File: config.mk
export PLATFORM = sky130hd
export DESIGN_NAME = awi_top
export DESIGN_NICKNAME = d
export VERILOG_FILES = /design/src/design/awi_top.v /design/src/design/awi_wdog.v
export VERILOG_INCLUDE_DIRS = /design/src /design/src/design
export SDC_FILE = /design/constraint.sdc
export NUM_CORES = 1
export LEC_CHECK = 0
export ABC_AREA = 1
export BUFFER_PORTS_ARGS = -buffer_cell sky130_fd_sc_hd__buf_4
export CORE_UTILIZATION = 45
export CTS_CLUSTER_SIZE = 30
export DETAILED_ROUTE_END_ITERATION = 6
export GPL_ROUTABILITY_DRIVEN = 1
export HOLD_SLACK_MARGIN = 0.02
export RECOVER_POWER = 100
export REMOVE_ABC_BUFFERS = 1
export SYNTH_ARGS = -nofsm -noshare
export SYNTH_HDL_FRONTEND = slang
export SYNTH_SLANG_ARGS = --single-unit
File: constraint.sdc
create_clock -name clock -period 5.1 [get_ports clock]
set_input_delay 1.53 -clock clock [delete_from_list [all_inputs] [get_ports clock]]
set_output_delay 1.53 -clock clock [all_outputs]
set_load 0.005 [all_outputs]
File: src/design/awi_map.vh
`ifndef AWI_MAP_VH
`define AWI_MAP_VH

`define AWI_ADDR_W          19
`define AWI_ADDR_FLAGS      19'h7FFF0
`define AWI_ADDR_ALM_SEC    19'h7FFF2
`define AWI_ADDR_ALM_MIN    19'h7FFF3
`define AWI_ADDR_ALM_HOUR   19'h7FFF4
`define AWI_ADDR_ALM_DATE   19'h7FFF5
`define AWI_ADDR_INTR       19'h7FFF6
`define AWI_ADDR_WDOG       19'h7FFF7

`define AWI_FLAGS_WF        7
`define AWI_FLAGS_AF        6
`define AWI_FLAGS_BLF       4
`define AWI_INTR_AE         7
`define AWI_INTR_ABE        5
`define AWI_ALM_MASK        7
`define AWI_WDOG_WDS        7
`define AWI_WDOG_MULT_HI    6
`define AWI_WDOG_MULT_LO    2
`define AWI_WDOG_RES_HI     1
`define AWI_WDOG_RES_LO     0

`define AWI_WDOG_RST        8'h00
`define AWI_INTR_RST        8'h00
`define AWI_ALM_RST         8'h00

`define AWI_RES_16TH        2'h0
`define AWI_RES_QUARTER     2'h1
`define AWI_RES_ONE         2'h2
`define AWI_RES_FOUR        2'h3

`define AWI_TICKS_16TH      2048
`define AWI_TICKS_QUARTER   8192
`define AWI_TICKS_ONE       32768
`define AWI_TICKS_FOUR      131072

`define AWI_MODE_EVERY_SEC  4'hF
`define AWI_MODE_SEC        4'hE
`define AWI_MODE_MIN_SEC    4'hC
`define AWI_MODE_HMS        4'h8
`define AWI_MODE_DHMS       4'h0

`define AWI_CLK_PERIOD_NS   5
`define AWI_ADDR_STABLE_NS  15
`define AWI_ADDR_STABLE_CYC ((`AWI_ADDR_STABLE_NS + `AWI_CLK_PERIOD_NS - 1) / `AWI_CLK_PERIOD_NS)

`endif

File: src/design/awi_top.v
// What this block does
// - Alarm flag set on masked time match
// - Enabled alarm flag drives interrupt low
// - Flags access releases alarm interrupt
// - Flags access clears alarm flag at end
// - On battery, needs both enables
// - Power-up clears enables, match still flags
// - Watchdog register: steering, multiplier, resolution
// - Resolution selects 1/16, 1/4, 1, 4 s
// - Timeout equals multiplier times unit
// - Timeout sets flag, interrupt until cleared
// - Steering zero routes timeout to interrupt
// - Watchdog register access restarts countdown
// - Writing zero disables the watchdog
// - Reset clears whole watchdog register
// - Reset zeroes steering, timeout, alarm enables
// - Mask bits pick alarm match mode
// - Undefined mask codes alarm every second
// - Both alarm enables in interrupts register
`timescale 1ns/1ps
`include "awi_map.vh"

module awi_top #(
  parameter TICKS_16TH    = `AWI_TICKS_16TH,
  parameter TICKS_QUARTER = `AWI_TICKS_QUARTER,
  parameter TICKS_ONE     = `AWI_TICKS_ONE,
  parameter TICKS_FOUR    = `AWI_TICKS_FOUR
) (
  input  wire                   clock,
  input  wire                   srst,
  input  wire                   ce_n,
  input  wire                   oe_n,
  input  wire                   we_n,
  input  wire [`AWI_ADDR_W-1:0] addr,
  input  wire [7:0]             dq_in,
  output wire [7:0]             dq_out,
  output wire                   dq_oe,
  input  wire                   osc_32k,
  input  wire                   on_battery,
  input  wire                   power_up,
  input  wire                   battery_low,
  input  wire                   sec_tick,
  input  wire [6:0]             cur_seconds,
  input  wire [6:0]             cur_minutes,
  input  wire [5:0]             cur_hours,
  input  wire [5:0]             cur_date,
  output wire                   interrupt_out_n_o,
  output wire                   interrupt_out_n_oe
);

  localparam SW = 3 + `AWI_ADDR_W + 8 + 4;
  localparam integer STABLE_I   = `AWI_ADDR_STABLE_CYC;
  localparam [1:0]   STABLE_CYC = STABLE_I[1:0];

  // Pin synchronisers, all asynchronous inputs together
  reg  [SW-1:0] sync1_r;
  reg  [SW-1:0] sync2_r;
  wire          ce_n_s;
  wire          oe_n_s;
  wire          we_n_s;
  wire [`AWI_ADDR_W-1:0] addr_s;
  wire [7:0]    dq_s;
  wire          osc_s;
  wire          batt_s;
  wire          pwrup_s;
  wire          blf_s;

  always @(posedge clock)
  begin
    sync1_r <= {ce_n, oe_n, we_n, addr, dq_in,
                osc_32k, on_battery, power_up, battery_low};
    sync2_r <= sync1_r;
  end

  assign {ce_n_s, oe_n_s, we_n_s, addr_s, dq_s,
          osc_s, batt_s, pwrup_s, blf_s} = sync2_r;

  // Oscillator edge gives one tick per 32.768kHz period
  reg  osc_d_r;
  wire osc_tick;

  always @(posedge clock)
  begin
    if (srst)
      osc_d_r <= 1'b0;
    else
      osc_d_r <= osc_s;
  end

  assign osc_tick = osc_s & ~osc_d_r;

  // Registers
  reg [7:0] alm_sec_r;
  reg [7:0] alm_min_r;
  reg [7:0] alm_hour_r;
  reg [7:0] alm_date_r;
  reg [7:0] intr_r;
  reg [7:0] wdog_r;
  reg       alarm_flag_r;
  reg       watchdog_flag_r;
  reg       alarm_irq_r;
  reg       wdog_irq_r;
  reg [7:0] dq_out_r;

  wire alarm_irq_enable    = intr_r[`AWI_INTR_AE];
  wire backup_alarm_enable = intr_r[`AWI_INTR_ABE];
  wire watchdog_steering   = wdog_r[`AWI_WDOG_WDS];
  wire [4:0] timeout_multiplier =
    wdog_r[`AWI_WDOG_MULT_HI:`AWI_WDOG_MULT_LO];
  wire [1:0] timeout_resolution =
    wdog_r[`AWI_WDOG_RES_HI:`AWI_WDOG_RES_LO];

  // Bus access: address must sit still a few cycles first,
  // so a sliding address does not hit a neighbour register
  reg [`AWI_ADDR_W-1:0] addr_d_r;
  reg [1:0]             stable_r;
  reg                   acc_r;
  reg [`AWI_ADDR_W-1:0] acc_addr_r;
  reg [7:0]             acc_data_r;
  reg                   acc_wr_r;
  wire                  strobe;
  wire                  acc_on;
  wire                  acc_end;

  assign strobe  = ~ce_n_s & (~oe_n_s | ~we_n_s);
  assign acc_on  = strobe & (stable_r == STABLE_CYC);
  assign acc_end = acc_r & ~strobe;

  always @(posedge clock)
  begin
    if (srst)
    begin
      addr_d_r <= {`AWI_ADDR_W{1'b0}};
      stable_r <= 2'h0;
    end
    else
    begin
      addr_d_r <= addr_s;
      if (addr_s != addr_d_r)
        stable_r <= 2'h0;
      else if (stable_r != STABLE_CYC)
        stable_r <= stable_r + 2'h1;
    end
  end

  // Keep the last qualified address and data for the end of cycle
  always @(posedge clock)
  begin
    if (srst)
    begin
      acc_r      <= 1'b0;
      acc_addr_r <= {`AWI_ADDR_W{1'b0}};
      acc_data_r <= 8'h00;
      acc_wr_r   <= 1'b0;
    end
    else
    begin
      if (acc_on)
      begin
        acc_r      <= 1'b1;
        acc_addr_r <= addr_s;
        acc_data_r <= dq_s;
        acc_wr_r   <= ~we_n_s;
      end
      else if (!strobe)
        acc_r <= 1'b0;
    end
  end

  function hit;
    input [`AWI_ADDR_W-1:0] a;
    input [`AWI_ADDR_W-1:0] target;
    begin
      hit = (a == target);
    end
  endfunction

  wire flags_live = acc_on & hit(addr_s, `AWI_ADDR_FLAGS);
  wire wdog_live  = acc_on & hit(addr_s, `AWI_ADDR_WDOG);
  wire flags_end  = acc_end & hit(acc_addr_r, `AWI_ADDR_FLAGS);
  wire wdog_end   = acc_end & hit(acc_addr_r, `AWI_ADDR_WDOG);
  wire wr_end     = acc_end & acc_wr_r;

  // Alarm match
  function match_hit;
    input [3:0] mask;
    input       s_eq;
    input       m_eq;
    input       h_eq;
    input       d_eq;
    begin
      case (mask)
        `AWI_MODE_SEC:     match_hit = s_eq;
        `AWI_MODE_MIN_SEC: match_hit = s_eq & m_eq;
        `AWI_MODE_HMS:     match_hit = s_eq & m_eq & h_eq;
        `AWI_MODE_DHMS:    match_hit = s_eq & m_eq & h_eq & d_eq;
        default:           match_hit = 1'b1;
      endcase
    end
  endfunction

  wire [3:0] alarm_mask_bits = {alm_date_r[`AWI_ALM_MASK],
                                alm_hour_r[`AWI_ALM_MASK],
                                alm_min_r[`AWI_ALM_MASK],
                                alm_sec_r[`AWI_ALM_MASK]};
  wire alarm_event = sec_tick & match_hit(alarm_mask_bits,
                       cur_seconds == alm_sec_r[6:0],
                       cur_minutes == alm_min_r[6:0],
                       cur_hours   == alm_hour_r[5:0],
                       cur_date    == alm_date_r[5:0]);

  // Battery mode also demands the backup enable
  wire alarm_irq_set = alarm_event & alarm_irq_enable &
                       (~batt_s | backup_alarm_enable);
  wire wdog_timeout;
  awi_wdog #(
    .TICKS0 (TICKS_16TH),
    .TICKS1 (TICKS_QUARTER),
    .TICKS2 (TICKS_ONE),
    .TICKS3 (TICKS_FOUR),
    .PW     (17)
  ) u_wdog (
    .clock      (clock),
    .srst       (srst),
    .osc_tick   (osc_tick),
    .restart    (wdog_end),
    .multiplier (timeout_multiplier),
    .resolution (timeout_resolution),
    .timeout    (wdog_timeout)
  );

  // Flags: hardware set wins over any clear in the same cycle
  always @(posedge clock)
  begin
    if (srst)
    begin
      alarm_flag_r    <= 1'b0;
      watchdog_flag_r <= 1'b0;
      alarm_irq_r     <= 1'b0;
      wdog_irq_r      <= 1'b0;
    end
    else
    begin
      // Power-up does not block the flag, only the enables
      if (alarm_event)
        alarm_flag_r <= 1'b1;
      else if (flags_end)
        alarm_flag_r <= 1'b0;
      if (wdog_timeout)
        watchdog_flag_r <= 1'b1;
      else if (flags_end || wdog_end)
        watchdog_flag_r <= 1'b0;
      // Released at once, before the flag itself drops
      if (alarm_irq_set)
        alarm_irq_r <= 1'b1;
      else if (flags_live)
        alarm_irq_r <= 1'b0;
      if (wdog_timeout && !watchdog_steering)
        wdog_irq_r <= 1'b1;
      else if (flags_live || wdog_live)
        wdog_irq_r <= 1'b0;
    end
  end

  // Register writes commit at the end of the bus cycle
  always @(posedge clock)
  begin
    if (srst)
    begin
      alm_sec_r  <= `AWI_ALM_RST;
      alm_min_r  <= `AWI_ALM_RST;
      alm_hour_r <= `AWI_ALM_RST;
      alm_date_r <= `AWI_ALM_RST;
      intr_r     <= `AWI_INTR_RST;
      wdog_r     <= `AWI_WDOG_RST;
    end
    else
    begin
      if (wr_end && hit(acc_addr_r, `AWI_ADDR_ALM_SEC))
        alm_sec_r <= acc_data_r;
      if (wr_end && hit(acc_addr_r, `AWI_ADDR_ALM_MIN))
        alm_min_r <= acc_data_r;
      if (wr_end && hit(acc_addr_r, `AWI_ADDR_ALM_HOUR))
        alm_hour_r <= acc_data_r;
      if (wr_end && hit(acc_addr_r, `AWI_ADDR_ALM_DATE))
        alm_date_r <= acc_data_r;
      if (wr_end && hit(acc_addr_r, `AWI_ADDR_WDOG))
        wdog_r <= acc_data_r;
      if (pwrup_s)
      begin
        intr_r[`AWI_INTR_AE]  <= 1'b0;
        intr_r[`AWI_INTR_ABE] <= 1'b0;
      end
      else if (wr_end && hit(acc_addr_r, `AWI_ADDR_INTR))
        intr_r <= acc_data_r;
    end
  end

  // Read path
  wire [7:0] flags_view = {watchdog_flag_r, alarm_flag_r, 1'b0,
                           blf_s, 4'h0};
  reg  [7:0] rd_mux;
  reg        rd_hit;

  always @*
  begin
    rd_hit = 1'b1;
    case (addr_s)
      `AWI_ADDR_FLAGS:    rd_mux = flags_view;
      `AWI_ADDR_ALM_SEC:  rd_mux = alm_sec_r;
      `AWI_ADDR_ALM_MIN:  rd_mux = alm_min_r;
      `AWI_ADDR_ALM_HOUR: rd_mux = alm_hour_r;
      `AWI_ADDR_ALM_DATE: rd_mux = alm_date_r;
      `AWI_ADDR_INTR:     rd_mux = intr_r;
      `AWI_ADDR_WDOG:     rd_mux = wdog_r;
      default:
      begin
        rd_mux = 8'h00;
        rd_hit = 1'b0;
      end
    endcase
  end

  always @(posedge clock)
  begin
    if (srst)
      dq_out_r <= 8'h00;
    else
      dq_out_r <= rd_mux;
  end
  // Other addresses belong to the RAM, so stay off the bus
  assign dq_out = dq_out_r;
  assign dq_oe  = ~ce_n_s & ~oe_n_s & we_n_s & rd_hit;
  // Open-drain: pull low while either source is pending
  assign interrupt_out_n_o  = 1'b0;
  assign interrupt_out_n_oe = alarm_irq_r | wdog_irq_r;

endmodule

File: src/design/awi_wdog.v
`timescale 1ns/1ps
`include "awi_map.vh"

module awi_wdog #(
  parameter TICKS0 = `AWI_TICKS_16TH,
  parameter TICKS1 = `AWI_TICKS_QUARTER,
  parameter TICKS2 = `AWI_TICKS_ONE,
  parameter TICKS3 = `AWI_TICKS_FOUR,
  parameter PW     = 17
) (
  input  wire       clock,
  input  wire       srst,
  input  wire       osc_tick,
  input  wire       restart,
  input  wire [4:0] multiplier,
  input  wire [1:0] resolution,
  output wire       timeout
);

  // Integer sums cut to counter width on purpose
  localparam integer  LIM0_I = TICKS0 - 1;
  localparam integer  LIM1_I = TICKS1 - 1;
  localparam integer  LIM2_I = TICKS2 - 1;
  localparam integer  LIM3_I = TICKS3 - 1;
  localparam [PW-1:0] LIM0   = LIM0_I[PW-1:0];
  localparam [PW-1:0] LIM1   = LIM1_I[PW-1:0];
  localparam [PW-1:0] LIM2   = LIM2_I[PW-1:0];
  localparam [PW-1:0] LIM3   = LIM3_I[PW-1:0];

  reg [PW-1:0] pre_r;
  reg [4:0]    units_r;
  reg          timeout_r;
  wire [PW-1:0] lim;

  function [PW-1:0] unit_limit;
    input [1:0] res;
    begin
      case (res)
        `AWI_RES_16TH:    unit_limit = LIM0;
        `AWI_RES_QUARTER: unit_limit = LIM1;
        `AWI_RES_ONE:     unit_limit = LIM2;
        default:          unit_limit = LIM3;
      endcase
    end
  endfunction

  assign lim     = unit_limit(resolution);
  assign timeout = timeout_r;

  always @(posedge clock)
  begin
    if (srst || restart || multiplier == 5'h00)
    begin
      pre_r     <= {PW{1'b0}};
      units_r   <= 5'h00;
      timeout_r <= 1'b0;
    end
    else
    begin
      timeout_r <= 1'b0;
      if (osc_tick)
      begin
        if (pre_r == lim)
        begin
          pre_r <= {PW{1'b0}};
          // Period is multiplier whole units
          if (units_r == multiplier - 5'h01)
          begin
            units_r   <= 5'h00;
            timeout_r <= 1'b1;
          end
          else
            units_r <= units_r + 5'h01;
        end
        else
          pre_r <= pre_r + {{(PW-1){1'b0}}, 1'b1};
      end
    end
  end

endmodule

==> impl_metrics.json <==
{
  "cp-end-kind": "flip-flop",
  "dr.first_iter.drc_count": 421,
  "numCtsBuffers": 22,
  "r2r_cells": 5,
  "die_w_um": 135,
  "powerDensity_nw_per_um2": 365,
  "peakVddDrop_uv": 275,
  "slew-limit-headroom_pct": -15.0,
  "min_path_type": "flip-flop to flip-flop",
  "viasPerCell": 4.89,
  "setup_viol": 0,
  "p_seq_share_pct": 47.8,
  "hold_violations": 0,
  "startpoint_type": "input port",
  "tns_ns": 0,
  "drive_above_1_share_pct": 15.3,
  "postSynthAreaPerCell_sq_um": 8.29,
  "grt-ovfl-total": 0,
  "synthArstFlopShare_pct": 0,
  "gp_congestion": 0.831,
  "port_buffers": 72,
  "synth.most_common_cell": "dfxtp_1",
  "p_leak_nw": 3.77,
  "cap_violations": 1,
  "fin_crit_sh_pct": 79.0,
  "cts-root-buf": "clkbuf_16",
  "yosys.area.top_type": "dfxtp_1",
  "hold_end": "sync2_r[19]$_DFF_P_",
  "fill_cells": 1653,
  "crit_arrival_ns": 4.40,
  "p_comb_share_pct": 3.3,
  "start_util_pct": 45.9,
  "clockBufferDepth": 3,
  "syn-cell-area_sq_um": 7920,
  "clkSlewWorstSetupHoldPaths_ns": 0.06,
  "synth_cell_type_count": 46,
  "cts.sinks": 202,
  "route.detailed.drc": 0,
  "fmax_mhz": 248,
  "layout_min_cycle_time_ns": 4.03,
  "switching_share_pct": 20.0,
  "critPathKind": "input port to flip-flop",
  "status": "finished with violations",
  "area_growth_pct": 18.1,
  "routedWlPerCell_um": 14.2,
  "reg2reg_from": "acc_addr_r[18]$_SDFFE_PP0P_",
  "grt_pass1_wl_um": 29200,
  "fin_cells": 1263,
  "hold_buffers": 0,
  "io_pins": 74,
  "synth_top_area_share_pct": 51.1,
  "dr_total_vias": 6176,
  "die_h_um": 135,
  "seq_area_sq_um": 4040,
  "yosys_warnings": 0,
  "insertion_delay_ns": 0.51,
  "htreeDepth": 1,
  "synthCells": 955,
  "cts-resized-gates": 0,
  "dp_hpwl_um": 12900,
  "violations": "capacitance limit, slew limit",
  "hold_depth": 0,
  "synth-edff-count": 0,
  "diodes": 0,
  "drt_wl_total_um": 18000,
  "place_ws_ns": 2.03,
  "synthTopCellsByCount": "dfxtp_1 (202), nand2_1 (152), nor2_1 (102)",
  "nNetsFinal": 1094,
  "synth_ff_type": "dfxtp_1",
  "slew_violations": 34,
  "die-area_sq_um": 18100,
  "p_int_mw": 2.73,
  "cts_setup_buffers": 0,
  "multi_input_area_sq_um": 3310,
  "switchingPower_uw": 684,
  "grt_max_degree": 72,
  "tightest_slew_ns": 1.73,
  "yosys-top-cells-area": "dfxtp_1 (51%), nand2_1 (7.2%), a21oi_1 (5.5%)",
  "dr.pass1.iters": 5,
  "rows": 48,
  "ff2ff_setup_slack_ns": 2.74,
  "track_usage_pct": 20.3,
  "antenna_found_initial": 0,
  "cts_tree": "done",
  "rsz0062_at_grt": "no",
  "core_area_sq_um": 17200,
  "crit_required_ns": 5.47,
  "clock_power_share_pct": 48.9,
  "cp_max_fo": 71,
  "power_mw": 3.42,
  "fin_worst_skew_ns": 0.0216,
  "holdCritStartpoint": "sync1_r[19]$_DFF_P_",
  "place_inst": 1227,
  "worstReg2RegEnd": "alm_min_r[3]$_SDFFE_PP0P_",
  "worst_slack_ns": 1.07,
  "synth_seq_cells": 202,
  "grt_pass1_vias": 5831,
  "antenna_left": 0,
  "ys_seq_area_share_pct": 51.1
}
final cells by class:
type / instances / share of cell area [%]
Sequential cell: 202 / 43.2
Timing Repair Buffer: 74 / 5.87
Tap cell: 225 / 3.01
Clock buffer: 30 / 6.76
Multi-Input combinational cell: 620 / 35.4
Clock inverter: 6 / 1.43
Inverter: 106 / 4.26
critical path, stage by stage:
cell and delay, ns:
clkbuf_1 1.21, clkinv_1 0.28, clkbuf_2 0.82, nand2_4 0.42, a21oi_1 0.09
flip-flops by register name, summed over array words and instances (netlist names), 5 cells and up:
signal and cells:
acc_addr_r 19, addr_d_r 19, u_wdog.units_r 5, alm_sec_r 8, dq_out 8, intr_r 8
alm_min_r 8, sync2_r 34, u_wdog.pre_r 17, sync1_r 34, acc_data_r 8, alm_hour_r 8
wdog_r 8, alm_date_r 8
placed cells by master, fill, tap and decap left out, types with 2 or more instances in the layout:
cell       instances
o211ai_1           3
clkbuf_4          43
nor3_1            19
xnor2_1           20
clkbuf_1           5
nor3_4             3
inv_2             11
xor2_1            26
or2_2              4
nand3_1           35
o21a_1             6
nand2_2            6
inv_1             94
nor4_4             2
ha_1               5
o21ai_0           83
nor4_1             2
nor2_2             4
nand4_1           11
dfxtp_1          202
nor3_2             4
nor2_1           102
buf_4             29
o2111ai_1          2
clkbuf_8           3
clkbuf_16         23
a211oi_1           2
nor2_4             8
nand2_4            5
bufinv_16          4
nand2_1          153
o21ai_1           10
a21oi_1           92
metrics by stage:
stage | hold slack [ns] | util (%) | instance area, sq um
after floorplan | 0.310 | - | 7790
after global placement | 0.309 | 50.0 | 8620
after detailed placement | 0.312 | 50.0 | 8620
after CTS | 0.326 | 54.5 | 9390
after global routing | 0.327 | 54.2 | 9350
final | 0.322 | 54.2 | 9350
kinds of logic after synthesis:
kind of cell	after synthesis	share of synthesized area, %
AND/OR/NAND/NOR	365	22.5
AO/OA/AOI/OAI	203	13.8
flip-flops	202	51.1
buffers and inverters	133	6.71
XOR/XNOR	46	5.09
adder cells (fa/ha/maj)	5	0.790
other	1	0.0473
routing by layer:
layer	vias up	GRT usage (%)	wire length, um
li1	3230	-	-
met1	2778	28.1	8640
met2	135	32.3	8090
met3	33	3.23	785
met4	0	6.80	439
met5	-	0	0
worst max path at each step:
| stage | startpoint | slack, ns | end | cells past startpoint |
|---|---|---|---|---|
| 6_report | srst | 1.07 | dq_out[4]$_SDFF_PP0_ | 5 |
| 5_1_grt | srst | 0.84 | dq_out[4]$_SDFF_PP0_ | 5 |
| 4_1_cts | sync2_r[18]$_DFF_P_ | 1.49 | dq_oe | 9 |
| 3_5_place_dp | sync2_r[18]$_DFF_P_ | 2.03 | dq_oe | 9 |
| 3_3_place_gp | sync2_r[18]$_DFF_P_ | 2.05 | dq_oe | 9 |
| 2_1_floorplan | srst | 1.71 | u_wdog.pre_r[15]$_SDFFE_PP0P_ | 5 |
power groups by stage:
stage / registers (mW) / logic, mW / clock network, mW
after detailed placement: 1.67 / 0.116 / 0
after global placement: 1.67 / 0.115 / 0
final: 1.63 / 0.113 / 1.67
after global routing: 1.63 / 0.127 / 1.77
after CTS: 1.63 / 0.117 / 1.71
after floorplan: 1.66 / 0.0585 / 0
Power figures use the tool's default switching activity.
